`src/adc_result_pkg.sv`:
```
// constants and types shared by the conversion result register block
// What this block does
// RULE1: left justified: result bits 9..2 go to high byte bits 7..0.
// RULE2: left justified: result bits 1..0 go to low byte bits 7..6, rest reserved.
// RULE3: right justified: result bits 9..8 go to high byte bits 1..0, rest reserved.
// RULE4: right justified: result bits 7..0 go to low byte bits 7..0.
// RULE5: both result bytes are read/write, unknown at power-up, kept across other resets.
// RULE6: after a channel change an acquisition time passes before a conversion starts.
// RULE7: a finished conversion loads both result bytes at once with current justification.
package adc_result_pkg;

    // ---------------------------------------------------------------
    // register map
    // ---------------------------------------------------------------
    localparam int          ADDR_W          = 2;
    localparam int          DATA_W          = 8;
    localparam int          RESULT_W        = 10;
    localparam int          CHAN_W          = 5;
    localparam logic [1:0]  ADDR_RES_HIGH   = 2'h0;
    localparam logic [1:0]  ADDR_RES_LOW    = 2'h1;
    localparam logic [1:0]  ADDR_CONTROL    = 2'h2;
    localparam logic [1:0]  ADDR_STATUS     = 2'h3;

    // ---------------------------------------------------------------
    // control and status fields
    // ---------------------------------------------------------------
    localparam int          CTL_JUSTIFY_BIT = 0;
    localparam int          CTL_CHAN_LSB    = 1;
    localparam int          CTL_CHAN_MSB    = 5;
    localparam int          CTL_START_BIT   = 6;
    localparam int          STS_ACQ_BIT     = 0;
    localparam int          STS_PEND_BIT    = 1;
    localparam logic [7:0]  BYTE_ZERO       = 8'h00;
    localparam logic [4:0]  CHAN_RESET      = 5'h00;

    // ---------------------------------------------------------------
    // justification encoding
    // ---------------------------------------------------------------
    typedef enum logic {
        JUSTIFY_LEFT  = 1'b0,
        JUSTIFY_RIGHT = 1'b1
    } justify_t;

    // ---------------------------------------------------------------
    // acquisition timing
    // ---------------------------------------------------------------
    localparam int          CLOCK_PERIOD_PS = 4000;
    localparam int          ACQ_TIME_NS     = 4970;
    localparam int          ACQ_CYCLES      = (ACQ_TIME_NS * 1000 + CLOCK_PERIOD_PS - 1) / CLOCK_PERIOD_PS;
    localparam int          ACQ_CNT_W       = 11;

endpackage

```
`src/result_format_if.sv`:
```
// signals between the register block and the result formatter
`timescale 1ns/1ps
interface result_format_if;
    import adc_result_pkg::*;

    logic [RESULT_W-1:0] conversionResult;
    justify_t            resultJustifySelect;
    logic [DATA_W-1:0]   highByte;
    logic [DATA_W-1:0]   lowByte;

    modport source (output conversionResult, output resultJustifySelect, input highByte, input lowByte);
    modport formatter (input conversionResult, input resultJustifySelect, output highByte, output lowByte);
endinterface

```
`src/adc_result_regs.sv`:
```
// conversion result registers with justification and acquisition pacing
`timescale 1ns/1ps
module adc_result_regs
    import adc_result_pkg::*;
(
    // clock and reset
    input  wire logic                clock,
    input  wire logic                sys_rst,
    // register port
    input  wire logic [ADDR_W-1:0]   regAddr,
    input  wire logic [DATA_W-1:0]   regWrData,
    input  wire logic                regWrite,
    input  wire logic                regRead,
    output logic      [DATA_W-1:0]   regRdData,
    // converter core
    input  wire logic                convDone,
    input  wire logic [RESULT_W-1:0] convData,
    output logic      [CHAN_W-1:0]   channelSelect,
    output logic                     convStart
);

    // ---------------------------------------------------------------
    // state
    // ---------------------------------------------------------------
    logic [DATA_W-1:0]    resHigh_q;
    logic [DATA_W-1:0]    resLow_q;
    justify_t             justify_q;
    logic [CHAN_W-1:0]    channel_q;
    logic                 startPend_q;
    logic                 convStart_q;
    logic [ACQ_CNT_W-1:0] acqCnt_q;
    logic                 acqReady;
    logic [DATA_W-1:0]    rdData_q;
    logic                 ctlWrite;
    logic                 chanChange;

    result_format_if fmtBus();

    assign fmtBus.conversionResult    = convData;
    assign fmtBus.resultJustifySelect = justify_q;

    result_formatter formatter (
        .fmt (fmtBus.formatter)
    );

    assign ctlWrite   = regWrite && (regAddr == ADDR_CONTROL);
    assign chanChange = ctlWrite && (regWrData[CTL_CHAN_MSB:CTL_CHAN_LSB] != channel_q);
    assign acqReady   = (acqCnt_q == '0);

    // ---------------------------------------------------------------
    // result bytes: no reset, a finished conversion wins over a write
    // ---------------------------------------------------------------
    always_ff @(posedge clock) begin
        if (convDone) begin
            resHigh_q <= fmtBus.highByte;                                        // [RULE7]
            resLow_q  <= fmtBus.lowByte;                                         // [RULE7]
        end else if (regWrite && regAddr == ADDR_RES_HIGH) begin
            resHigh_q <= regWrData;                                              // [RULE5]
        end else if (regWrite && regAddr == ADDR_RES_LOW) begin
            resLow_q  <= regWrData;                                              // [RULE5]
        end
    end

    // ---------------------------------------------------------------
    // control register
    // ---------------------------------------------------------------
    always_ff @(posedge clock) begin
        if (sys_rst) begin
            justify_q <= JUSTIFY_LEFT;
            channel_q <= CHAN_RESET;
        end else if (ctlWrite) begin
            justify_q <= justify_t'(regWrData[CTL_JUSTIFY_BIT]);
            channel_q <= regWrData[CTL_CHAN_MSB:CTL_CHAN_LSB];
        end
    end

    // ---------------------------------------------------------------
    // acquisition timer restarts on every channel change
    // ---------------------------------------------------------------
    always_ff @(posedge clock) begin
        if (sys_rst) begin
            acqCnt_q <= ACQ_CNT_W'(ACQ_CYCLES);
        end else if (chanChange) begin
            acqCnt_q <= ACQ_CNT_W'(ACQ_CYCLES);                                  // [RULE6]
        end else if (!acqReady) begin
            acqCnt_q <= acqCnt_q - 1'b1;
        end
    end

    // ---------------------------------------------------------------
    // start request waits for the acquisition time
    // ---------------------------------------------------------------
    always_ff @(posedge clock) begin
        if (sys_rst) begin
            startPend_q <= 1'b0;
            convStart_q <= 1'b0;
        end else begin
            convStart_q <= startPend_q && acqReady && !chanChange;               // [RULE6]
            if (ctlWrite && regWrData[CTL_START_BIT]) begin
                startPend_q <= 1'b1;
            end else if (acqReady && !chanChange) begin
                startPend_q <= 1'b0;
            end
        end
    end

    // ---------------------------------------------------------------
    // read data, one cycle after the strobe
    // ---------------------------------------------------------------
    always_ff @(posedge clock) begin
        if (sys_rst) begin
            rdData_q <= BYTE_ZERO;
        end else if (regRead) begin
            unique case (regAddr)
                ADDR_RES_HIGH: rdData_q <= resHigh_q;                            // [RULE5]
                ADDR_RES_LOW:  rdData_q <= resLow_q;                             // [RULE5]
                ADDR_CONTROL:  rdData_q <= {2'h0, channel_q, justify_q};
                ADDR_STATUS:   rdData_q <= {6'h00, startPend_q, acqReady};
            endcase
        end else begin
            rdData_q <= BYTE_ZERO;
        end
    end

    assign regRdData     = rdData_q;
    assign channelSelect = channel_q;
    assign convStart     = convStart_q;

    // ---------------------------------------------------------------
    // cycles since the last channel change, used by the pacing check
    // ---------------------------------------------------------------
    // saturates one past the acquisition count so it never wraps
    logic [ACQ_CNT_W-1:0] sinceChange_q;

    always_ff @(posedge clock) begin
        if (sys_rst || chanChange) begin
            sinceChange_q <= '0;
        end else if (sinceChange_q != ACQ_CNT_W'(ACQ_CYCLES + 1)) begin
            sinceChange_q <= sinceChange_q + 1'b1;
        end
    end
endmodule

```
`src/result_formatter.sv`:
```
// splits a 10-bit conversion result into two justified result bytes
`timescale 1ns/1ps
module result_formatter
    import adc_result_pkg::*;
(
    // formatting channel
    result_format_if.formatter fmt
);

    always_comb begin
        unique case (fmt.resultJustifySelect)
            JUSTIFY_LEFT: begin
                fmt.highByte = fmt.conversionResult[9:2];                         // [RULE1]
                fmt.lowByte  = {fmt.conversionResult[1:0], BYTE_ZERO[5:0]};       // [RULE2]
            end
            JUSTIFY_RIGHT: begin
                fmt.highByte = {BYTE_ZERO[5:0], fmt.conversionResult[9:8]};       // [RULE3]
                fmt.lowByte  = fmt.conversionResult[7:0];                         // [RULE4]
            end
        endcase
    end

endmodule

```
`config.mk`:
```
export PLATFORM = sky130hd
export DESIGN_NAME = adc_result_regs
export DESIGN_NICKNAME = d
export VERILOG_FILES = /design/src/adc_result_pkg.sv /design/src/result_format_if.sv /design/src/adc_result_regs.sv /design/src/result_formatter.sv
export SDC_FILE = /design/constraint.sdc
export NUM_CORES = 1
export LEC_CHECK = 0
export CAP_MARGIN = 20
export CORE_UTILIZATION = 51
export CTS_BUF_LIST = sky130_fd_sc_hd__clkbuf_8
export CTS_CLUSTER_SIZE = 30
export DETAILED_ROUTE_END_ITERATION = 16
export DONT_BUFFER_PORTS = 1
export GPL_TIMING_DRIVEN = 0
export PLACE_DENSITY = 0.66
export SLEW_MARGIN = 5
export SYNTH_ARGS = -nofsm -noshare
export SYNTH_HDL_FRONTEND = slang
export SYNTH_SLANG_ARGS = --single-unit
export TNS_END_PERCENT = 5
```
`constraint.sdc`:
```
create_clock -name clock -period 2.61 [get_ports clock]
set_clock_uncertainty 0.15 [all_clocks]
set_input_delay 0.1305 -clock clock [delete_from_list [all_inputs] [get_ports clock]]
set_output_delay 0.1305 -clock clock [all_outputs]
set_load 0.01 [all_outputs]
```
; ---- After elaboration in Yosys (flattened, before gate mapping)
; Index checks and enable logic that the tools add are counted.
[totals]
romBits = 0
memories = 0
elab_cells = 43
in_bits = 25
mem_bits_rw = 0
out_inout_bits = 14
regBits = 43
latchBits = 0
[classes]
n_shift = 0
mux = 10
n_reduce_logical = 17
addsub = 1
div = 0
magnitude_cmp = 0
n_eq_ne = 5
n_mul = 0
n_bitwise = 2
[op_table]
columns = cell, n
row1 = 2-to-1 mux 8 bit, 5
row2 = one-hot mux 8 bit (2 select lines), 2
row3 = one-hot mux 8 bit (4 select lines), 1
row4 = zero test 11 bit, 1
row5 = "subtractor 11 x 1 -> 11 bit, second input constant", 1
row6 = logical AND 1 bit, 8
row7 = nonzero test 2 bit, 3
row8 = inequality test 5 bit, 1
row9 = "equality test 2 bit, second input constant", 2
row10 = OR reduction 2 bit, 2
row11 = "equality test 2 x 1 -> 1 bit, second input constant", 1
row12 = zero test 2 bit, 1
row13 = 2-to-1 mux 1 bit, 2
row14 = "inequality test 2 bit, second input constant", 1
row15 = inverter 1 bit, 2
row16 = AND reduction 2 bit, 1
row17 = zero test 1 bit, 1

; ---- Longest topological paths before layout
; Gate-level depths: netlist of the first run.
[logic_depth]
word_depth = 7
mapped_depth = 8
ltp_nobuf = 6

; ---- Hierarchy
; From an unflattened synthesis of the first run, not the netlist that was laid out.
[hier_totals]
hier_cells = 219
area_unflattened_um2 = 2110.8
[modules_own_cells]
columns = mod, n_inst, area_each_um2, seq_area_each_um2, cells_each
row1 = adc_result_regs, 1, 1953.1, 1021.0, 201
row2 = result_formatter, 1, 157.7, 0.0, 18

; ---- Least setup slack after synthesis of the first run
; No wires, ideal clock.
[synth_timing]
path_type = register to register
from = register acqCnt_q[0]
to = register rdData_q[0], in the netlist regRdData[0]
required_time_ps = 2335
n_path_buf = 1
path_stages_with_launch = 8
arrival_ps = 1555
path_slack_ps = 780
setup_ps = 125
synth_period_minus_slack_ps = 1830
path_cell_list = dfxtp_1 > inv_1 > ha_1 > nor2b_1 > and3_1 > buf_2 > mux4_2 > nor2b_1
[synth_between]
elab_chain_len = 2
[synth_lines]
columns = element, line_no
row1 = "start, declared", adc_result_regs.sv:31  ; logic [ACQ_CNT_W-1:0] acqCnt_q;
row2 = "start signal, assigned", adc_result_regs.sv:82  ; acqCnt_q <= ACQ_CNT_W'(ACQ_CYCLES);
row3 = "start signal, assigned", adc_result_regs.sv:84  ; acqCnt_q <= ACQ_CNT_W'(ACQ_CYCLES);
row4 = "start signal, assigned", adc_result_regs.sv:86  ; acqCnt_q <= acqCnt_q - 1'b1;
row5 = zero test 11 bit, adc_result_regs.sv:48  ; assign acqReady = (acqCnt_q == '0);
row6 = one-hot mux 8 bit (4 select lines), adc_result_regs.sv:114  ; unique case (regAddr)
row7 = "end signal, assigned", adc_result_regs.sv:115  ; ADDR_RES_HIGH: rdData_q <= resHigh_q;
row8 = "end signal, assigned", adc_result_regs.sv:116  ; ADDR_RES_LOW: rdData_q <= resLow_q;
row9 = "end signal, assigned", adc_result_regs.sv:117  ; ADDR_CONTROL: rdData_q <= {2'h0, channel_q, justify_q};
row10 = "end, declared", adc_result_regs.sv:33  ; logic [DATA_W-1:0] rdData_q;
; Every way passes these cells.
; A chain may end at the register's enable or synchronous reset.

; ---- Worst setup path after layout of the first run
[layout_timing]
from = input regAddr[1]
to = register acqCnt_q[5]
[layout_between]
elab_chain_len = 4
[layout_lines]
columns = element, line_no
row1 = "start, declared", adc_result_regs.sv:10  ; input wire logic [ADDR_W-1:0] regAddr,
row2 = equality test 2 bit, adc_result_regs.sv:46  ; assign ctlWrite = regWrite && (regAddr == ADDR_CONTROL);
row3 = logical AND 1 bit, adc_result_regs.sv:46
row4 = logical AND 1 bit, adc_result_regs.sv:47  ; assign chanChange = ctlWrite && (regWrData[CTL_CHAN_MSB:CTL_CHAN_LSB] != channel_q);
row5 = OR reduction 2 bit (no line), -
; Every way passes these cells.

==> results of run 1 <==
## registers in the layout, indices dropped and copies added (netlist names)
register                    count
resLow_q                        8
channelSelect                   5
acqCnt_q                       11
resHigh_q                       8
startPend_q                     1
convStart                       1
regRdData                       8
fmtBus.resultJustifySelect      1
## where the power goes
part	internal (uW)	switching, uW
Combinational	74.4	77.3
Sequential	732	18.1
Clock	180	225
## worst paths after layout
| path | to | slack [ns] | cells past startpoint |
|---|---|---|---|
| max | acqCnt_q[5] | 0.47 | 8 |
| min | resLow_q[6] | 0.01 | 2 |
| max reg2reg | resHigh_q[7] | 0.50 | 5 |
| min reg2reg | convStart | 0.37 | 1 |
## cell type report
type / count / area [sq um] / share of cell area
sequential: 43 / 1020 / 0.435
multi-input combinational: 132 / 888 / 0.378
timing repair buffer: 21 / 210 / 0.0895
clock buffer: 5 / 68.8 / 0.0293
tap: 48 / 60.1 / 0.0256
buffer: 12 / 55.1 / 0.0234
inverter: 9 / 33.8 / 0.0144
clock inverter: 3 / 12.5 / 0.00532
## cells in the mapped netlist, types with 5 or more instances
| master | instances | share of area |
|---|---|---|
| o21ai_0 | 6 | 0.015 |
| nor2_1 | 20 | 0.038 |
| mux2i_1 | 16 | 0.080 |
| nand2_1 | 13 | 0.024 |
| nor2b_1 | 10 | 0.031 |
| nand3_1 | 5 | 0.013 |
| clkbuf_1 | 6 | 0.011 |
| buf_2 | 5 | 0.013 |
| inv_1 | 9 | 0.017 |
| a21oi_1 | 9 | 0.023 |
| edfxtp_1 | 16 | 0.24 |
| a21o_1 | 8 | 0.030 |
| dfxtp_1 | 27 | 0.27 |
| xnor2_1 | 7 | 0.031 |
## cells by family (layout without fill, tap and decap cells)
group                    after synthesis  in the layout
XOR/XNOR                              10             10
multiplexers                          19             19
AND/OR/NAND/NOR                       67             67
adder cells (fa/ha/maj)                2              2
flip-flops                            43             43
AO/OA/AOI/OAI                         34             34
buffers and inverters                 21             50
## through the flow
| step | utilization | cells | setup WS [ns] | hold WS (ns) |
|---|---|---|---|---|
| 6_report | 0.632 | 273 | 0.473 | 0.0128 |
| 5_1_grt | 0.632 | 273 | 0.288 | 0.0150 |
| 4_1_cts | 0.632 | 273 | 0.499 | 0.0130 |
| 3_5_place_dp | 0.554 | 244 | 0.620 | 0.140 |
| 3_3_place_gp | 0.554 | 244 | 0.651 | 0.133 |
| 2_1_floorplan | - | 196 | 0.780 | 0.128 |
## layer usage
metal  up-vias  global-route usage  part of all wire
met2        56               0.408              0.47
met3         5              0.0634             0.081
li1        740                   -                 -
met1       724               0.340              0.44
met5         -                   0                 0
met4         0              0.0833            0.0090
==> flow_results.org, run 1 <==
** Floorplan
- Effective utilization at floorplan :: 0.538
- The floorplan has 22 rows.
- Overall die width :: ~65 microns
- The region available for standard cell placement spans 3720 sq um.
- The die covers 4170 sq um.
- 39 I/O pins were placed.
- From bottom edge to top edge, the die measures between 60 and 70 microns.

** Critical path
- Maximum fanout along the worst path :: 10
- STA classifies the critical path endpoint as a flop.
- Most common cell on crit path :: buf_2
- On the critical path the largest part of the delay comes from buffers and inverters.
- Cell type of the slowest stage on the worst timing path :: dlygate4sd3_1
- STA classifies the critical path startpoint as a primary input.
- Walking the worst path, the cells encountered are dlygate4sd3_1 > buf_2 > nor2b_1 > and2_1 > buf_2 > o22ai_1 > buf_2 > a21boi_1.
- Max incr delay on CP :: 0.53 ns
- Tracing the worst setup path back leads to its startpoint at regAddr[1].
- Critical path class :: primary input to flop
- Number of buffers and inverters on the critical path :: 4
- Data on the critical path arrives at its endpoint at ~2.2 ns.
- Data required, critical path :: between 2 and 3 ns
- The startpoint identified for the worst register-to-register timing path is fmtBus.resultJustifySelect.

** CTS
- Hold bufs inserted after CTS :: 21
- The clock passes through at most 2 buffers.
- TritonCTS created 5 clock buffers.
- Clock edge transition at the registers on the reported setup and hold paths :: 0.08 ns
- TritonCTS built the clock tree.
- Clock root cell :: clkbuf_8
- CTS saw 43 sinks.
- For the worst-skew pair, the clock arrives at the later sink with an insertion delay of roughly 0.29 ns.
- Resize count post-CTS :: 0
- In this run the number of H-tree levels came out at 2.
- Post-CTS Setup Repair Bufs :: 0

** Global route
- Overall Global Routing Usage :: 0.256
- Number of global-route vias before repair :: 1585
- First-pass GRT wire length :: 7860 microns
- Initial antenna violation count :: 0
- Maximum number of pins on one net before global-route repair :: 13
- Grt total ovfl :: 0

** Run
- Max-cap violations :: 0

** Timing
- Max Transition Viols Final :: 0
- Setup repair after global routing left no endpoint under its margin.
- Setup violations remaining at the end of the flow were counted as 0.
- Final period utilization :: 0.819
- The final hold violation count is 0.
- Headroom to the max-slew limit came out at 0.611.
- Timing-limited maximum frequency :: around 0.47 GHz
- Fin Setup TNS :: 0 ns
- Post-layout min period :: 2.14 ns
- Transition at the pin with the smallest max-transition slack :: 0.578 ns

** Synthesis
- Compound-cell area share of the yosys netlist :: 0.110
- Of the total synthesized cell area, the portion taken by XOR and XNOR cells is 0.0438.
- Total nets after synthesis :: 223
- Async set-or-reset flop fraction in the synthesized netlist :: 0
- In this run, distinct cell masters in the synthesized netlist total 37.
- In this run, synthesis inferred 16 flip-flops with an integrated enable.
- In this run, synthesis produced a sequential element count of 43.
- Simple-gate share of the synthesized area :: 0.170
- Share of synthesized area occupied by flip-flops and latches :: 0.511
- After synthesis, the largest family of logic cells by area is simple AND/OR/NAND/NOR gates.
- Yosys printed 0 warnings.
- In the synthesized netlist the dominant register cell turns out to be dfxtp_1.
- Each instance of the synthesized netlist takes up on average approximately 10 sq um.
- In this run the cell area of the synthesized design comes to 2000 sq um.
- Of the total synthesized cell area, the portion taken by full adders, half adders and majority gates is 0.0125.
- Synthesis handed over a netlist of slightly below 200 instances.
- Multiplexer share of the synthesized area :: 0.108

** Pwr
- Leakage power :: 0.000929 uW
- Worst-case vdd ir drop :: slightly below 0.0003 V
- Total power for the finished layout comes to around 1300 uW.
- Power spread over the standard cell area amounts to 556 nW/um^2.

** Worst hold path
- HP Start :: convData[0]
- In this run the worst hold path is classified as primary input to flop.

** Finish
- Relative to the synthesized area, the layout overhead comes to 17.6%.
- In the layout the commonest cells are dfxtp_1 (27), dlygate4sd3_1 (21), nor2_1 (20).
- For this run, the post-layout net count is 251.
- Cell area after layout :: 2350 sq um
- Of the cells placed in the final design, the portion with a size suffix greater than 1 is 0.0800.
- # fillers :: 300
- Total inserted antenna cells :: 0
- Leaving out fill and tap cells, the most frequent cell in the layout is dfxtp_1.

** Place
- Once placement finished, the instance area stood at 2060 sq um.
- Final HPWL from detailed placement :: between 3000 and 4000 microns
- Number of buffer cells added on primary ports :: 0
- Routability-driven placement finished with a final weighted congestion of 0.764.

** Detailed routing
- Wire per inst :: 17.1 microns
- For this block, the initial DRC count from the detailed router was 140.
- Final ANT Viol Nets :: 0
- DR vias/cell :: 5.59
- Summed over all layers, the routed wires come to 4670 microns.
- Count of TritonRoute iterations in the first routing pass :: 4
- DRC violation count after routing :: 0
- Count of vias placed by the detailed router :: 1525

** Status
- The run finished with clean final reports.
Power figures use the tool's default switching activity.
==> run 2, diff against run 1 <==
PLACE_DENSITY = 0.69   (was 0.66)
clock period = 1.9 ns   (was 2.61 ns; I/O delays follow)
==> run 2 against run 1 <==
Against the previous run: flip-flop and latch count stayed put; worst hold slack worse by 0.0061 ns; register-to-register slack got worse by 0.45 ns; count of clock-buffer cells in the layout did not move; first-iteration DRC count shrank 31%; clock power up 37%; largest power group unchanged; highest routed layer unchanged.
==> flow_results.org, run 2 (synthesis gave the netlist of run 1 again) <==
** Finish
- Layout overhead on the synthesized area :: 19.9%
- The final instance area is 2400 sq um (+2.0%).
- Leading cell types in the layout, fill and taps excluded :: dfxtp_1 (24), dlygate4sd3_1 (22), nor2_1 (20)
- Register with the most flip-flops :: acqCnt_q
- The number of nets in the layout came to 251 (unchanged).
- The fraction of final layout cells with drive strength greater than 1 came to 0.133 (+0.0533).
- Leaving out fill and tap cells, the most frequent cell in the layout is dfxtp_1.
- Total inserted antenna cells :: 0 (unchanged)
- Flip-flop count of the largest register after layout :: 11 (unchanged)
- The core occupancy in the finished layout came to 0.645 (+0.0125).
- The layout filler cell count is 305 (+1.7%).

** Global route
- Maximum number of pins on one net before global-route repair :: 14 (+1)
- The first-pass GRT wire length was 7280 microns (-7.4%).
- Initial antenna violation count :: 0 (unchanged)
- Number of global-route vias before repair :: 1578 (-0.44%)
- Overall Global Routing Usage :: 0.230 (-0.0257)
- Grt total ovfl :: 0 (unchanged)

** Timing
- Fin Setup TNS :: 0 ns (unchanged)
- The worst path in the final design needs a cycle of about 1.8 ns, including I/O delays and setup.
- The final number of setup-violating endpoints came to 0 (unchanged).
- Max Transition Viols Final :: 0 (unchanged)
- Setup repair after global routing left no endpoint under its margin.
- Final hold slack :: 0.00674 ns (-0.00608 ns)
- Hold violation total from the final report :: 0 (unchanged)
- Slew headroom :: 0.689 (+0.0786)
- Final period utilization :: 0.972
- Timing-limited maximum frequency :: 0.541 GHz
- The pin slew with the least headroom to its limit is 0.466 ns (-0.113 ns).

** Floorplan
- The effective utilization at floorplan was 0.538 (unchanged).
- Row cnt :: 22 (unchanged)
- The full die area came to 4170 sq um (unchanged).
- The floorplan core area was 3720 sq um (unchanged).
- The I/O pin count was 39 (unchanged).
- The overall die width was 64.6 microns (unchanged).
- Die Y :: 64.6 microns (unchanged)

** CTS
- The CTS clock-pin slew for the worst setup and hold paths was 0.08 ns (about the same).
- TritonCTS built the clock tree.
- Latest clock arrival within the worst-skew pair :: 0.29 ns (about the same)
- The number of clock sinks seen by CTS came to 43 (unchanged).
- Clock root cell :: clkbuf_8
- The level count of the clock H-tree came to 2 (unchanged).
- Maximum buffer depth of the clock tree :: 2 (unchanged)
- The number of buffers created by CTS came to 5 (unchanged).

** Worst hold path
- The cell depth of the worst min-delay path is 2 (unchanged).
- Path class of the lowest-slack min-delay path :: primary input to flop

** Critical path
- The critical path is of the flop to flop type.
- STA classifies the critical path startpoint as a flop.
- Broken down by cell family, the worst path's largest delay share belongs to simple AND/OR/NAND/NOR gates.
- Depth of the worst register-to-register path :: 4 (-1)
- The largest fanout on the critical path was 6 (-4).
- The number of buffer and inverter stages on the critical path came to 0 (-4).
- Data required, critical path :: 1.97 ns (-0.66 ns)
- The number of cells on the critical path came to 4 (-4).
- Max incr delay on CP :: 0.54 ns (about the same)
- Most common cell on crit path :: or4_4
- Cell type of the slowest stage on the worst timing path :: or4_4
- CP endpoint kind :: flop
- Walking the worst path, the cells encountered are or4_4 > or4_4 > xor2_1 > nor3b_2.
- The arrival time of the worst setup path came to 1.92 ns (-0.24 ns).

** Place
- Number of buffer cells added on primary ports :: 0 (unchanged)
- The final weighted congestion in routability-driven placement came to 0.815 (+6.6%).
- The total cell area at the placement stage came to 2060 sq um (unchanged).
- Final HPWL from detailed placement :: 2980 microns (-3.4%)

** Run
- The total of max-cap violations came to 0 (unchanged).

** Status
- The run finished with clean final reports.

** Pwr
- Worst-case vdd ir drop :: 0.000379 V (+30%)
- Areal power density over the cells :: 749 nW/um^2 (+35%)
- The leakage power figure is 0.000933 uW (+0.43%).
- Design Power :: 1800 uW (+37%)

** Detailed routing
- Length of routed wiring on met1 :: 2040 microns (-0.29%)
- Final ANT Viol Nets :: 0 (unchanged)
- Routed length on met2 :: 1970 microns (-10%)
- Met3 wire length :: 226 microns (-40%)
- Routed signal wires occupy layers up through met4.
- The number of detailed-route iterations in the first pass came to 5 (+1).
- The DRC violation count after routing was 0 (unchanged).
- The number of DRC markers after the initial detailed-route iteration came to 97 (-31%).
- Wire per inst :: 15.6 microns (-8.9%)
- The routed wire length is 4250 microns (-8.9%).
- Count of vias placed by the detailed router :: 1495 (-2.0%)
- DR vias/cell :: 5.48 (-2.0%)
## run 2: timing repair
action / in CTS / in global routing
setup buffers: 0 / 0
cloned: 0 / 0
gates resized for setup: 5 / 9
setup endpoints to repair: 5 / 7
hold buffers: 22 / 0
pin swaps: 1 / 0
endpoints found under the hold margin: 29 / 0
## run 2: routing by layer
layer / GRT usage / vias to the layer above
li1: - / 738
met1: 0.312 / 700
met2: 0.363 / 55
met3: 0.0458 / 2
met4: 0.0833 / 0
met5: 0 / -
## run 2: cell type report
class | instances | area, sq um | share of cell area
Sequential cell | 43 | 1020 | 0.428
Multi-Input combinational cell | 132 | 923 | 0.385
Timing Repair Buffer | 22 | 220 | 0.0919
Clock buffer | 5 | 68.8 | 0.0287
Tap cell | 48 | 60.1 | 0.0251
Buffer | 11 | 50.0 | 0.0209
Inverter | 9 | 33.8 | 0.0141
Clock inverter | 3 | 15.0 | 0.00627
## run 2: stage by stage
stage / instances / setup slack [ns]
after floorplan: 196 / 0.0700
after global placement: 244 / -0.0616
after detailed placement: 244 / -0.0610
after CTS: 274 / -0.00260
after global routing: 273 / 0.0148
final: 273 / 0.0527
## run 2: final timing paths
kind / start / to / slack, ns
max reg2reg: acqCnt_q[2] / acqCnt_q[8] / 0.05
min: convData[3] / resHigh_q[1] / 0.007
max: acqCnt_q[2] / acqCnt_q[8] / 0.05
min reg2reg: startPend_q / convStart / 0.36
## run 2: power breakdown
| group | switching, uW | internal [uW] |
|---|---|---|
| combinational | 106 | 103 |
| sequential | 24.7 | 1010 |
| clock | 304 | 252 |
